`src/fps_pkg.sv`:
```
// Package with constants, states and pin bundle of the flyback protection sequencer
package fps_pkg;

    // Clock and analog scaling
    localparam int CLK_MHZ        = 100;      // mclk rate in MHz
    localparam int UV_PER_MV      = 1000;     // Microvolts per millivolt
    localparam int FB_RATIO       = 5;        // Feedback to setpoint divider
    localparam int LIMIT_FB_MV    = 3500;     // Feedback level matching the limit
    localparam int LIMIT_UV       = LIMIT_FB_MV * UV_PER_MV / FB_RATIO;
    localparam int STOP_NUM       = 3;        // Stop level is 1.5 times the limit
    localparam int STOP_DEN       = 2;

    // Slope compensation, in uV per us, per rate option
    localparam int SLOPE_LO_UV_US = 32500;
    localparam int SLOPE_HI_UV_US = 50000;

    // Switching rates and duty limit
    localparam int RATE_LO_KHZ    = 65;
    localparam int RATE_HI_KHZ    = 100;
    localparam int KHZ_PER_MHZ    = 1000;
    localparam int MAX_DUTY_PCT   = 80;
    localparam int PCT_FULL       = 100;

    // Soft-start ramp resolution
    localparam int SS_STEPS       = 15;

    // Register byte offsets
    localparam logic [7:0] REG_CTRL   = 8'h00;
    localparam logic [7:0] REG_STATUS = 8'h04;
    localparam logic [7:0] REG_PERIOD = 8'h08;

    // Control and status fields
    localparam int CTRL_RUN_BIT   = 0;
    localparam int CTRL_AUTO_BIT  = 1;
    localparam int STAT_SKIP_BIT  = 4;
    localparam int STAT_GATE_BIT  = 5;
    localparam int STAT_MAXD_BIT  = 6;
    localparam int STAT_HV_BIT    = 7;

    // Sequencer states
    typedef enum logic [2:0] {
        ST_OFF, ST_SOFT, ST_RUN, ST_WAIT, ST_LOCK_OVL, ST_LOCK_PIN, ST_THERMAL
    } fps_state_t;

    // Comparator and supervisor pins, all asynchronous
    typedef struct packed {
        logic supply_start_threshold;  // Supply above start level
        logic supply_stop_threshold;   // Supply at stop level
        logic supply_reset_level;      // Supply cycled down to reset level
        logic brown_out;               // Line brown-out detected
        logic thermal_trip;            // Die over temperature
        logic latch_high;              // Latch input above high threshold
        logic latch_low;               // Latch input below low threshold
    } fps_pins_t;

    localparam int PIN_W = $bits(fps_pins_t);

endpackage

```
`src/fps_sequencer.sv`:
```
// Flyback controller sequencing, PWM, protections and register slave
`timescale 1ns/1ps
`default_nettype none

// Function
// [RULE1] Setpoint equals feedback divided by five
// [RULE2] Falling slope subtracted during each on-time
// [RULE3] Overload timer starts at limit demand
// [RULE4] Timer expiry stops gate, latch or restart
// [RULE5] Timer clears when demand drops below limit
// [RULE6] No timer start on max-duty terminated cycles
// [RULE7] Auto mode retries after restart delay
// [RULE8] Latched overload held until brown-out or reset
// [RULE9] Period stretches linearly below foldback start
// [RULE10] Peak current regulation stays active in foldback
// [RULE11] Foldback inhibited at maximum duty
// [RULE12] Skip entry halts gate, lowers consumption
// [RULE13] Skip held until feedback passes exit level
// [RULE14] Latch input outside window latches off
// [RULE15] Latch excursions shorter than blanking ignored
// [RULE16] Latch-input shutdown cleared only by supply reset
// [RULE17] Latch ignored until start; high checked first
// [RULE18] Low latch checked only after soft-start
// [RULE19] Thermistor bias doubled during soft-start
// [RULE20] Thermal trip stops switching, resets logic
// [RULE21] Thermal clear re-enables startup, normal start
// [RULE22] Soft-start ramp in fifteen steps
// [RULE23] Stop-level current enters protection at once
// [RULE24] Supply stop halts and clears overload timer
// [RULE25] Durations are cycle counts from parameters
module fps_sequencer
    import fps_pkg::*;
#(
    parameter bit AUTO_RECOVERY = 1'b0,   // Overload option after reset
    parameter bit HIGH_RATE     = 1'b0,   // Rate option select
    parameter int FAULT_US      = 128000, // Overload timeout
    parameter int RESTART_US    = 1000000,// Auto restart delay
    parameter int SS_US         = 4000,   // Soft-start duration
    parameter int HI_BLANK_US   = 50,     // High latch blanking
    parameter int LO_BLANK_US   = 350,    // Low latch blanking
    parameter int FOLD_START_MV = 1500,   // Foldback start level
    parameter int SKIP_IN_MV    = 400,    // Skip entry level
    parameter int SKIP_OUT_MV   = 450,    // Skip exit level
    parameter int MIN_RATE_KHZ  = 25      // Slowest switching rate
) (
    input  wire logic        mclk,
    input  wire logic        rst,
    input  wire logic        wb_cyc_i,
    input  wire logic        wb_stb_i,
    input  wire logic        wb_we_i,
    input  wire logic [7:0]  wb_adr_i,
    input  wire logic [3:0]  wb_sel_i,
    input  wire logic [31:0] wb_dat_i,
    output logic      [31:0] wb_dat_o,
    output logic             wb_ack_o,
    input  wire fps_pins_t   pins,
    input  wire logic [11:0] feedback_input,
    input  wire logic [11:0] cs_sense_mv,
    output logic             gate_drive_output,
    output logic             high_voltage_startup_pin,
    output logic             boosted_thermistor_bias,
    output logic             low_power_mode
);

    ////////////////////////////////////////////////////////////////////////
    // Derived cycle counts
    localparam logic [31:0] FAULT_CYC   = 32'(FAULT_US * CLK_MHZ);     // [RULE25]
    localparam logic [31:0] RESTART_CYC = 32'(RESTART_US * CLK_MHZ);   // [RULE25]
    localparam logic [31:0] STEP_CYC    = 32'(SS_US * CLK_MHZ / SS_STEPS);
    localparam logic [31:0] HI_CYC      = 32'(HI_BLANK_US * CLK_MHZ); // [RULE25]
    localparam logic [31:0] LO_CYC      = 32'(LO_BLANK_US * CLK_MHZ);
    localparam logic [15:0] NOM_PER     = 16'(CLK_MHZ * KHZ_PER_MHZ / (HIGH_RATE ? RATE_HI_KHZ : RATE_LO_KHZ));
    localparam logic [15:0] MAX_PER     = 16'(CLK_MHZ * KHZ_PER_MHZ / MIN_RATE_KHZ);
    localparam logic [23:0] SLOPE_CYC   = 24'((HIGH_RATE ? SLOPE_HI_UV_US : SLOPE_LO_UV_US) / CLK_MHZ);
    localparam logic [23:0] LIM_UV      = 24'(LIMIT_UV);
    localparam logic [3:0]  LAST_STEP   = 4'(SS_STEPS);

    // Refuse settings the logic cannot serve
    if (SKIP_OUT_MV <= SKIP_IN_MV || FOLD_START_MV <= SKIP_OUT_MV || MAX_PER <= NOM_PER
        || STEP_CYC == 32'h0 || HI_CYC == 32'h0 || LO_CYC == 32'h0) begin : g_bad
        $error("fps_sequencer: inconsistent levels or durations");
    end

    ////////////////////////////////////////////////////////////////////////
    // Pin synchronisers, three stages with agreement filter
    logic [PIN_W-1:0] s1_ff, s2_ff, s3_ff;  // Synchroniser chain
    logic [PIN_W-1:0] pin_ff, nxt_pin;      // Filtered pin levels
    fps_pins_t        pv;                   // Filtered pins by name

    // Next filtered level follows stage three when two and three agree
    always_comb begin
        nxt_pin = ((s2_ff ~^ s3_ff) & s3_ff) | ((s2_ff ^ s3_ff) & pin_ff);
    end

    // Chain and filter registers
    always_ff @(posedge mclk or posedge rst) begin
        if (rst) begin
            s1_ff  <= '0;
            s2_ff  <= '0;
            s3_ff  <= '0;
            pin_ff <= '0;
        end else begin
            s1_ff  <= pins;
            s2_ff  <= s1_ff;
            s3_ff  <= s2_ff;
            pin_ff <= nxt_pin;
        end
    end

    assign pv = fps_pins_t'(pin_ff);

    ////////////////////////////////////////////////////////////////////////
    // Register slave state
    logic [1:0]  ctrl_ff, nxt_ctrl;   // Run enable and auto-recovery select
    logic        ack_ff, nxt_ack;     // Bus acknowledge
    logic [31:0] dat_ff, nxt_dat;     // Read data
    logic        run_en, auto_en;     // Decoded control bits

    ////////////////////////////////////////////////////////////////////////
    // Sequencer state
    fps_state_t  state_ff, nxt_state; // Controller state
    logic [31:0] tmr_ff, nxt_tmr;     // Soft-start step or restart timer
    logic [31:0] ovl_ff, nxt_ovl;     // Overload timer
    logic [31:0] hi_ff, nxt_hi;       // High latch blanking counter
    logic [31:0] lo_ff, nxt_lo;       // Low latch blanking counter
    logic [15:0] phase_ff, nxt_phase; // Position inside switching period
    logic [15:0] period_ff, nxt_period; // Current switching period
    logic [3:0]  step_ff, nxt_step;   // Soft-start step
    logic        gate_ff, nxt_gate;   // Gate drive
    logic        maxd_ff, nxt_maxd;   // Last pulse ended by duty limit
    logic        skip_ff, nxt_skip;   // Skip mode
    logic        hv_ff, bias_ff, lp_ff; // Registered side outputs

    // Analog terms
    logic [23:0] demand_uv, ss_uv, base_uv, ramp_uv, set_uv, cs_uv;
    logic [31:0] fold_num, max_on;
    logic [15:0] fold_per;
    logic        at_limit, cs_stop, switching, protect, hi_trip, lo_trip;

    assign run_en  = ctrl_ff[CTRL_RUN_BIT];
    assign auto_en = ctrl_ff[CTRL_AUTO_BIT];

    // Setpoint, slope and foldback arithmetic
    always_comb begin
        demand_uv = 24'(32'(feedback_input) * UV_PER_MV / FB_RATIO);           // [RULE1]
        ss_uv     = (state_ff == ST_SOFT) ? 24'((32'(LIM_UV) * step_ff) / SS_STEPS) : LIM_UV; // [RULE22]
        base_uv   = (demand_uv < LIM_UV) ? demand_uv : LIM_UV;
        base_uv   = (ss_uv < base_uv) ? ss_uv : base_uv;
        ramp_uv   = 24'(32'(phase_ff) * SLOPE_CYC);                             // [RULE2]
        set_uv    = (base_uv > ramp_uv) ? base_uv - ramp_uv : 24'h0;            // [RULE2]
        cs_uv     = 24'(32'(cs_sense_mv) * UV_PER_MV);
        at_limit  = demand_uv >= LIM_UV;                                        // [RULE3]
        cs_stop   = 32'(cs_uv) * STOP_DEN >= 32'(LIM_UV) * STOP_NUM;            // [RULE23]
        fold_num  = 32'(FOLD_START_MV) - 32'(feedback_input);
        if (maxd_ff || 32'(feedback_input) >= 32'(FOLD_START_MV)) begin
            fold_per = NOM_PER;                                                 // [RULE11]
        end else if (32'(feedback_input) <= 32'(SKIP_OUT_MV)) begin
            fold_per = MAX_PER;                                                 // [RULE9]
        end else begin
            fold_per = NOM_PER + 16'(fold_num * 32'(MAX_PER - NOM_PER)
                       / 32'(FOLD_START_MV - SKIP_OUT_MV));                     // [RULE9]
        end
        max_on    = 32'(period_ff) * MAX_DUTY_PCT / PCT_FULL;
        switching = (state_ff == ST_SOFT) || (state_ff == ST_RUN);
        hi_trip   = pv.latch_high && (hi_ff >= HI_CYC - 32'h1);                 // [RULE15]
        lo_trip   = pv.latch_low && (lo_ff >= LO_CYC - 32'h1);                  // [RULE15]
        protect   = cs_stop || (ovl_ff >= FAULT_CYC - 32'h1);                   // [RULE23]
    end

    ////////////////////////////////////////////////////////////////////////
    // Sequencer next state
    always_comb begin
        nxt_state  = state_ff;
        nxt_tmr    = tmr_ff;
        nxt_ovl    = ovl_ff;
        nxt_phase  = phase_ff;
        nxt_period = period_ff;
        nxt_step   = step_ff;
        nxt_gate   = gate_ff;
        nxt_maxd   = maxd_ff;
        // Skip hysteresis between entry and exit levels
        if (32'(feedback_input) <= 32'(SKIP_IN_MV)) begin
            nxt_skip = 1'b1;                                                    // [RULE12]
        end else if (32'(feedback_input) > 32'(SKIP_OUT_MV)) begin
            nxt_skip = 1'b0;                                                    // [RULE13]
        end else begin
            nxt_skip = skip_ff;                                                 // [RULE13]
        end
        // High latch watched from start onward, low latch after soft-start
        nxt_hi = (pv.latch_high && state_ff inside {ST_SOFT, ST_RUN, ST_WAIT}) ? hi_ff + 32'h1 : 32'h0; // [RULE17]
        nxt_lo = (pv.latch_low && state_ff == ST_RUN) ? lo_ff + 32'h1 : 32'h0; // [RULE18]
        case (state_ff)
            ST_OFF: begin
                nxt_gate  = 1'b0;
                nxt_ovl   = 32'h0;
                nxt_tmr   = 32'h0;
                nxt_step  = 4'h0;
                nxt_phase = 16'h0;
                // Start only when high latch does not forbid it
                if (pv.supply_start_threshold && !pv.latch_high) begin
                    nxt_state = ST_SOFT;                                        // [RULE17]
                end
            end
            ST_SOFT, ST_RUN: begin
                // Period boundary: reload period and fire a pulse
                if (phase_ff >= period_ff - 16'h1) begin
                    nxt_phase  = 16'h0;
                    nxt_period = fold_per;                                      // [RULE9]
                    nxt_gate   = run_en && !skip_ff;                            // [RULE12]
                end else begin
                    nxt_phase = phase_ff + 16'h1;
                    // Peak current ends the pulse in every rate
                    if (gate_ff && cs_uv >= set_uv) begin
                        nxt_gate = 1'b0;                                        // [RULE10]
                        nxt_maxd = 1'b0;
                    end else if (gate_ff && 32'(phase_ff) + 32'h1 >= max_on) begin
                        nxt_gate = 1'b0;
                        nxt_maxd = 1'b1;
                    end
                end
                // Overload timer runs while demand is at limit and the last pulse was not ended by the duty limit
                nxt_ovl = (at_limit && !maxd_ff) ? ovl_ff + 32'h1 : 32'h0;      // [RULE3] [RULE5] [RULE6]
                // Soft-start staircase
                if (state_ff == ST_SOFT) begin
                    if (tmr_ff >= STEP_CYC - 32'h1) begin
                        nxt_tmr = 32'h0;
                        if (step_ff == LAST_STEP) begin
                            nxt_state = ST_RUN;                                 // [RULE22]
                        end else begin
                            nxt_step = step_ff + 4'h1;                          // [RULE22]
                        end
                    end else begin
                        nxt_tmr = tmr_ff + 32'h1;
                    end
                end
                // Overload or stop-level current: protection
                if (protect) begin
                    nxt_gate  = 1'b0;                                           // [RULE4]
                    nxt_ovl   = 32'h0;
                    nxt_tmr   = 32'h0;
                    nxt_phase = 16'h0;
                    nxt_state = auto_en ? ST_WAIT : ST_LOCK_OVL;                // [RULE4] [RULE23]
                end
            end
            ST_WAIT: begin
                nxt_gate = 1'b0;
                // Retry through a fresh soft-start after the delay
                if (tmr_ff >= RESTART_CYC - 32'h1) begin
                    nxt_tmr   = 32'h0;
                    nxt_step  = 4'h0;
                    nxt_state = ST_SOFT;                                        // [RULE7]
                end else begin
                    nxt_tmr = tmr_ff + 32'h1;
                end
            end
            ST_LOCK_OVL: begin
                nxt_gate = 1'b0;
                if (pv.brown_out || pv.supply_reset_level) begin
                    nxt_state = ST_OFF;                                         // [RULE8]
                end
            end
            ST_LOCK_PIN: begin
                nxt_gate = 1'b0;
                if (pv.supply_reset_level) begin
                    nxt_state = ST_OFF;                                         // [RULE16]
                end
            end
            ST_THERMAL: begin
                nxt_gate = 1'b0;
                if (!pv.thermal_trip) begin
                    nxt_state = ST_OFF;                                         // [RULE21]
                end
            end
            default: begin
                nxt_gate  = 1'b0;
                nxt_state = ST_OFF;
            end
        endcase
        // Latch input window violated long enough
        if ((hi_trip || lo_trip) && state_ff inside {ST_SOFT, ST_RUN, ST_WAIT}) begin
            nxt_gate  = 1'b0;
            nxt_state = ST_LOCK_PIN;                                            // [RULE14]
        end
        // Supply at stop level ends operation
        if (pv.supply_stop_threshold && state_ff inside {ST_SOFT, ST_RUN, ST_WAIT}) begin
            nxt_gate  = 1'b0;
            nxt_ovl   = 32'h0;                                                  // [RULE24]
            nxt_state = ST_OFF;                                                 // [RULE24]
        end
        // Thermal trip overrides everything and clears the logic
        if (pv.thermal_trip) begin
            nxt_state  = ST_THERMAL;                                            // [RULE20]
            nxt_gate   = 1'b0;
            nxt_ovl    = 32'h0;
            nxt_tmr    = 32'h0;
            nxt_hi     = 32'h0;
            nxt_lo     = 32'h0;
            nxt_step   = 4'h0;
            nxt_phase  = 16'h0;
            nxt_maxd   = 1'b0;
            nxt_period = NOM_PER;
        end
    end

    // Sequencer registers
    always_ff @(posedge mclk or posedge rst) begin
        if (rst) begin
            state_ff  <= ST_OFF;
            tmr_ff    <= 32'h0;
            ovl_ff    <= 32'h0;
            hi_ff     <= 32'h0;
            lo_ff     <= 32'h0;
            phase_ff  <= 16'h0;
            period_ff <= NOM_PER;
            step_ff   <= 4'h0;
            gate_ff   <= 1'b0;
            maxd_ff   <= 1'b0;
            skip_ff   <= 1'b0;
            hv_ff     <= 1'b1;
            bias_ff   <= 1'b0;
            lp_ff     <= 1'b0;
        end else begin
            state_ff  <= nxt_state;
            tmr_ff    <= nxt_tmr;
            ovl_ff    <= nxt_ovl;
            hi_ff     <= nxt_hi;
            lo_ff     <= nxt_lo;
            phase_ff  <= nxt_phase;
            period_ff <= nxt_period;
            step_ff   <= nxt_step;
            gate_ff   <= nxt_gate;
            maxd_ff   <= nxt_maxd;
            skip_ff   <= nxt_skip;
            hv_ff     <= nxt_state != ST_THERMAL;                               // [RULE20] [RULE21]
            bias_ff   <= nxt_state == ST_SOFT;                                  // [RULE19]
            lp_ff     <= nxt_skip && (nxt_state == ST_RUN || nxt_state == ST_SOFT); // [RULE12]
        end
    end

    assign gate_drive_output        = gate_ff;
    assign high_voltage_startup_pin = hv_ff;
    assign boosted_thermistor_bias  = bias_ff;
    assign low_power_mode           = lp_ff;

    ////////////////////////////////////////////////////////////////////////
    // Wishbone slave: one wait state, unmapped reads return zero
    always_comb begin
        nxt_ack  = wb_cyc_i && wb_stb_i && !ack_ff;
        nxt_ctrl = ctrl_ff;
        nxt_dat  = dat_ff;
        // Write lands on the acknowledging edge
        if (wb_cyc_i && wb_stb_i && wb_we_i && ack_ff && wb_sel_i[0] && wb_adr_i == REG_CTRL) begin
            nxt_ctrl = wb_dat_i[1:0];
        end
        // Read data captured with the request
        if (nxt_ack) begin
            case (wb_adr_i)
                REG_CTRL:   nxt_dat = {30'h0, ctrl_ff};
                REG_STATUS: nxt_dat = {24'h0, hv_ff, maxd_ff, gate_ff, skip_ff, 1'b0, state_ff};
                REG_PERIOD: nxt_dat = {16'h0, period_ff};
                default:    nxt_dat = 32'h0;
            endcase
        end
    end

    // Slave registers
    always_ff @(posedge mclk or posedge rst) begin
        if (rst) begin
            ctrl_ff <= {AUTO_RECOVERY, 1'b1};
            ack_ff  <= 1'b0;
            dat_ff  <= 32'h0;
        end else begin
            ctrl_ff <= nxt_ctrl;
            ack_ff  <= nxt_ack;
            dat_ff  <= nxt_dat;
        end
    end

    assign wb_ack_o = ack_ff;
    assign wb_dat_o = dat_ff;
endmodule

`default_nettype wire

```
`config.mk`:
```
export PLATFORM = sky130hd
export DESIGN_NAME = fps_sequencer
export DESIGN_NICKNAME = d
export VERILOG_FILES = /design/src/fps_pkg.sv /design/src/fps_sequencer.sv
export SDC_FILE = /design/constraint.sdc
export NUM_CORES = 2
export LEC_CHECK = 0
export ABC_CLOCK_PERIOD_IN_PS = 62700
export BUFFER_PORTS_ARGS = -buffer_cell sky130_fd_sc_hd__buf_2
export CAP_MARGIN = 20
export CORE_ASPECT_RATIO = 2
export CORE_MARGIN = 5
export CORE_UTILIZATION = 67
export CTS_CLUSTER_SIZE = 14
export DETAILED_ROUTE_END_ITERATION = 10
export PLACE_DENSITY_LB_ADDON = 0.08
export SETUP_SLACK_MARGIN = 0.15
export SLEW_MARGIN = 20
export SYNTH_ARGS = -nofsm -noshare
export SYNTH_HDL_FRONTEND = slang
export SYNTH_SLANG_ARGS = --single-unit
```
`constraint.sdc`:
```
create_clock -name mclk -period 62.7 [get_ports mclk]
set_input_delay 3.135 -clock mclk [delete_from_list [all_inputs] [get_ports mclk]]
set_output_delay 3.135 -clock mclk [all_outputs]
set_load 0.01 [all_outputs]
```
* Yosys cells after proc, flatten, opt, wreduce, memory -nomap -nowiden
Cells that the tools add are included.
Cells by class: add/sub/neg operators 11, multiply operators 6, div/mod/pow operators 4, $lt $le $gt $ge 17, equality and inequality tests 18, muxes and demuxes 63, bitwise operators 5, reductions and logical operators 41
Operators with widths (count):
- 32-bit 2-to-1 mux | 13
- 32-bit by 1-bit adder with 32-bit output, second input constant | 4
- 16-bit 2-to-1 mux | 8
- 24-bit 2-to-1 mux | 4
- 32-bit case mux with 3 select lines | 1
- 32-bit case mux with 2 select lines | 1
- 16-bit case mux with 3 select lines | 1
- 12-bit by 7-bit multiplier with 19-bit output, second input constant | 2
- 3-bit 2-to-1 mux | 12
- 22-bit by 3-bit divider with 32-bit output, second input constant | 1
- 23-bit by 7-bit divider with 32-bit output, second input constant | 1
- 24-bit by 4-bit divider with 32-bit output, second input constant | 1
- 32-bit by 11-bit divider with 32-bit output, second input constant | 1
- 17-bit by 32-bit >= comparator with 1-bit output | 1
- 32-bit by 13-bit >= comparator with 1-bit output, second input constant | 1
- 32-bit by 15-bit >= comparator with 1-bit output, second input constant | 1
- 32-bit by 16-bit >= comparator with 1-bit output, second input constant | 1
- 32-bit by 24-bit >= comparator with 1-bit output, second input constant | 1
- 32-bit by 27-bit >= comparator with 1-bit output, second input constant | 1
- 32-bit by 11-bit multiplier with 31-bit output, second input constant | 1
- 16-bit case mux with 2 select lines | 1
- 22-bit by 24-bit >= comparator with 1-bit output | 1
- 24-bit by 20-bit >= comparator with 1-bit output, second input constant | 1
- 24-bit > comparator | 1
- 47 further kinds | 104
Word-level totals: register bits after elaboration 236, input port bits 80, word-level logic and storage cells 186

* Longest topological paths before layout
depth in word-level cells 17, gate-level depth with buffers 150

* Least setup slack after synthesis
Ideal clock, no wire load.
path kind input to register, from in feedback_input[1], to reg gate_ff, in the netlist gate_drive_output, library setup time 68 ps, data arrival time 30853 ps, data required time 62632 ps, slack 31778 ps, cell stages on the path 135, buffers on the path 14, cells stage by stage inv_1 > clkbuf_1 > fa_1 > fa_1 > fa_1 > inv_1 > fa_1 > ha_1 > clkbuf_1 > a21boi_1 > o21a_1 > o211a_1 > o2111a_1 > or4_4 > o41a_1 > a22o_1 > a21o_1 > or4b_4 > (+99 left out) > o21ai_0 > nand2b_1 > a21oi_1 > nor2b_1 > o21ai_0 > nand2b_1 > a21oi_1 > o31ai_1 > a21o_1 > a21oi_1 > nor2b_1 > o21ai_0 > nand2b_1 > a21oi_1 > nor2b_1 > o221a_2 > o31ai_1 > and4_1
Between the ends: cells in the longest elaborated chain, start to end 17
Ends and longest elaborated chain:
- start, declared | line fps_sequencer.sv:57 | input wire logic [11:0] feedback_input,
- 12-bit by 7-bit multiplier with 19-bit output * | line fps_sequencer.sv:145 | demand_uv = 24'(32'(feedback_input) * UV_PER_MV / FB_RATIO);
- 22-bit by 3-bit divider with 32-bit output * | line fps_sequencer.sv:145
- 24-bit by 20-bit less-than comparator with 1-bit output | line fps_sequencer.sv:147 | base_uv = (demand_uv < LIM_UV) ? demand_uv : LIM_UV;
- 24-bit 2-to-1 mux * | line fps_sequencer.sv:147
- 24-bit less-than comparator | line fps_sequencer.sv:148 | base_uv = (ss_uv < base_uv) ? ss_uv : base_uv;
- 24-bit 2-to-1 mux * | line fps_sequencer.sv:148
- 24-bit subtractor or 24-bit > comparator (tied branches) | line fps_sequencer.sv:150 | set_uv = (base_uv > ramp_uv) ? base_uv - ramp_uv : 24'h0;
- 24-bit 2-to-1 mux * | line fps_sequencer.sv:150
- 22-bit by 24-bit >= comparator with 1-bit output * | line fps_sequencer.sv:213 | if (gate_ff && cs_uv >= set_uv) begin
- 1-bit logical AND * | line fps_sequencer.sv:213
- 1-bit 2-to-1 mux | line fps_sequencer.sv:213
- 1-bit 2-to-1 mux | line fps_sequencer.sv:206 | if (phase_ff >= period_ff - 16'h1) begin
- 1-bit 2-to-1 mux | line fps_sequencer.sv:237 | if (protect) begin
- 1-bit 2-to-1 mux | line fps_sequencer.sv:192 | case (state_ff)
- 1-bit 2-to-1 mux | line fps_sequencer.sv:280 | if ((hi_trip || lo_trip) && state_ff inside {ST_SOFT, ST_RUN, ST_WAIT}) begin
- 1-bit 2-to-1 mux | line fps_sequencer.sv:285 | if (pv.supply_stop_threshold && state_ff inside {ST_SOFT, ST_RUN, ST_WAIT}) begin
- 1-bit 2-to-1 mux | line fps_sequencer.sv:291 | if (pv.thermal_trip) begin
- end signal, assigned | line fps_sequencer.sv:331 | gate_ff <= nxt_gate;
- end, declared | line fps_sequencer.sv:129 | logic gate_ff, nxt_gate;
Mark *: on every way between the ends. The rest lies on a longest branch, timed or not. A chain may end at the register's enable or synchronous reset.

* Final worst setup path
from in feedback_input[0], to reg gate_ff, in the netlist gate_drive_output
The elaborated chain is that of the path after synthesis.

==> run summary <==
vias in the first global route: 55669
final RePlAce weighted congestion: 1.04
GR Overflow Total: 0
startpoint types: input pin
FFs w/ async S/R, synth: 1.00
Std-Cell Core Area: 77100 sq um
maxcap violations: 0
port bufs: 67
setup violators final: 0
Arrival @ worst endpoint: 39.87 ns
First DRT Iteration DRCs: 4511
Slew @ Worst Pin: 1.10 ns
DR DRC count: 0
unrepaired setup endpoints after global routing: false
CTS Hold Bufs: 0
commonest cells after routing, fill and taps aside: 631 x nor2_1, 629 x nand2_1, 442 x inv_1
post-DP HPWL: 134000 microns
fin. max-slew vios: 0
Row Count: 144
Post-synth EDFFs: 0
Crit Reg-Reg Endpoint: gate_drive_output$_DFFE_PP0P_
die height: 404 microns
hold path start: s1_ff[1]$_DFF_PP0_
clk_lat worst skew: 0.53 ns
Hold Fails Final Rpt: 0
GRT Total Usage: 0.378
H-tree levels: 1
CP Capture Type: flip-flop
setup_tns: 0 ns
Syn. warnings: 0
Slew Limit Headroom: 0.264
TritonCTS Sinks: 220
crit-path max FO: 25
Worst path max stage delay: 0.89 ns
Die ar.: 83800 sq um
crit path kind: input pin to flip-flop
Reg clk slew, reported paths: 0.07 ns
Crit path top cell by count: a21oi_1
Synth Register Bits: 220
Worst R2R Start: step_ff[0]$_DFFE_PP0P_
routed len/inst: 21.1 microns
worst reg-to-reg setup slack: 30.01 ns
Ports: 117
via count: 56188
die width: 207 microns
clk buf depth: 3
synthesis-to-finish area growth: 2.91%
hold endpoint: s2_ff[1]$_DFF_PP0_
CTS tree: done
Cells after Synth: 7042
Slowest cell on crit path: nor2_1
first-pass GRT wire length: 271000 microns
root buf cell: clkbuf_16
largest net degree at the start of global routing: 80
Tightest Hold Check Type: flip-flop to flip-flop
Critical Path RT: 63.16 ns
Post-Syn Area: 52100 sq um
number of library cell types mapped by synthesis: 154
Peak Freq: 25.4 MHz
Worst Reg-to-Reg Cells: 121
post-synthesis sequential area ratio: 0.106
total wire length: 168000 microns
Post-CTS Resized: 0
predominant post-synthesis flop cell: dfrtp_1
CTS Buf Count: 21
status: finished clean
drt via density: 7.05
Worst Hold Depth: 0
Clock Skews: 0.0202 ns
Starting Density: 0.676
most common cell after layout, fill and taps aside: nor2_1
Tmin final: 39.41 ns
Final period util: 0.629
Synth Area per Inst: 7.40 sq um
antenna violations before repair: 3
drt pass-1 iters: 8
postcts setup bufs: 0
Routed Antenna Nets: 0
NumNets Final: 7582
share of cells above drive strength 1: 0.0689
## final cells by class
class	instances	area [sq um]
multi-input combinational	6113	43700
fill	6849	23500
sequential	220	5510
inverter	454	1710
tap	1022	1280
timing repair buffer	121	741
clock buffer	28	582
clock inverter	6	67.6
antenna	2	5.00
## through the flow
| stage | utilization | cell area (sq um) | hold WS (ns) | setup WS, ns | instances |
|---|---|---|---|---|---|
| 2_1_floorplan | - | 52200 | 0.331 | 31.78 | 7058 |
| 3_3_place_gp | 0.687 | 52900 | 0.335 | 24.16 | 7930 |
| 3_5_place_dp | 0.687 | 52900 | 0.339 | 23.67 | 7930 |
| 4_1_cts | 0.695 | 53600 | 0.356 | 24.14 | 7964 |
| 5_1_grt | 0.695 | 53600 | 0.363 | 21.05 | 7964 |
| 6_report | 0.695 | 53600 | 0.355 | 23.29 | 7966 |
## layer usage
| metal | GRT usage | routed length, microns | vias to the layer above |
|---|---|---|---|
| li1 | - | - | 26103 |
| met1 | 0.374 | 58200 | 26625 |
| met2 | 0.726 | 87900 | 2481 |
| met3 | 0.0373 | 8290 | 977 |
| met4 | 0.272 | 14100 | 2 |
| met5 | 0 | 13 | - |
## cells by family (layout without fill, tap and decap cells)
| group | after synthesis | count (layout) | share of synthesized area |
|---|---|---|---|
| xor+xnor | 493 | 493 | 0.0853 |
| mux | 124 | 124 | 0.0256 |
| compound gates | 2218 | 2218 | 0.305 |
| other cells | 1 | 19 | 0.0000720 |
| flops | 220 | 220 | 0.106 |
| simple gates | 2678 | 2678 | 0.259 |
| fa+ha+maj | 583 | 583 | 0.161 |
| buf+inv | 725 | 609 | 0.0572 |
## worst max-delay path by stage
stage	startpoint	slack [ns]	endpoint
floorplan	feedback_input[1]	31.78	gate_drive_output$_DFFE_PP0P_
global placement	feedback_input[0]	24.16	gate_drive_output$_DFFE_PP0P_
detailed placement	feedback_input[0]	23.67	gate_drive_output$_DFFE_PP0P_
CTS	feedback_input[0]	24.14	gate_drive_output$_DFFE_PP0P_
global route	feedback_input[0]	21.05	gate_drive_output$_DFFE_PP0P_
finish	feedback_input[0]	23.29	gate_drive_output$_DFFE_PP0P_
## synthesized netlist by cell type, types with 30 or more instances
library cell  instances  area, sq um
o21bai_1             43          323
ha_1                419         5240
nand4_1             102          638
nor2_1              631         2370
buf_4                33          248
clkbuf_1            171          642
a211o_1              53          464
nor4_1               94          588
a21oi_1             409         2050
and3_1              137          857
o31a_1               31          272
a211oi_1             88          661
inv_1               443         1660
o31ai_1              74          556
o21ai_0             410         2050
nor3_1              226         1130
a31oi_1              90          563
xnor2_1             324         2840
o211ai_1             82          616
o22ai_1              49          307
and4_1               30          263
xor2_1              154         1350
or3_1                88          551
a21o_1              114          856
nand2_1             629         2360
nand2b_1             90          563
o21a_1               62          465
fa_1                152         3040
nor2b_1              52          325
and2_1               83          519
or4_1                34          255
o21ai_1              55          275
o211a_1              35          350
or2_2                65          407
buf_2                44          220
nand3_1             264         1320
dfrtp_1             215         5380
mux2_2               35          394
mux2i_1              81          811
## state kept, by name (all words and copies together), names as in the netlist
register,cells
boosted_thermistor_bias,1
ctrl_ff,2
gate_drive_output,1
hi_ff,32
high_voltage_startup_pin,1
lo_ff,32
low_power_mode,1
maxd_ff,1
ovl_ff,32
period_ff,16
phase_ff,16
pin_ff,7
s1_ff,7
s2_ff,7
s3_ff,7
skip_ff,1
state_ff,3
step_ff,4
tmr_ff,32
wb_ack_o,1
wb_dat_o,16
## worst max-delay path, delay by kind of cell
kind	cells	cell delay [ns]
muxes	4	1.44
buffers and inverters	14	3.38
and+or+nand+nor	40	12.39
adders and majority gates	10	3.96
xor gates and xnor gates	2	0.52
AOI/OAI and AO/OA	58	14.90
Power is not shown: default switching activity piles up to over one toggle a cycle in this logic, so the estimate is an artifact.
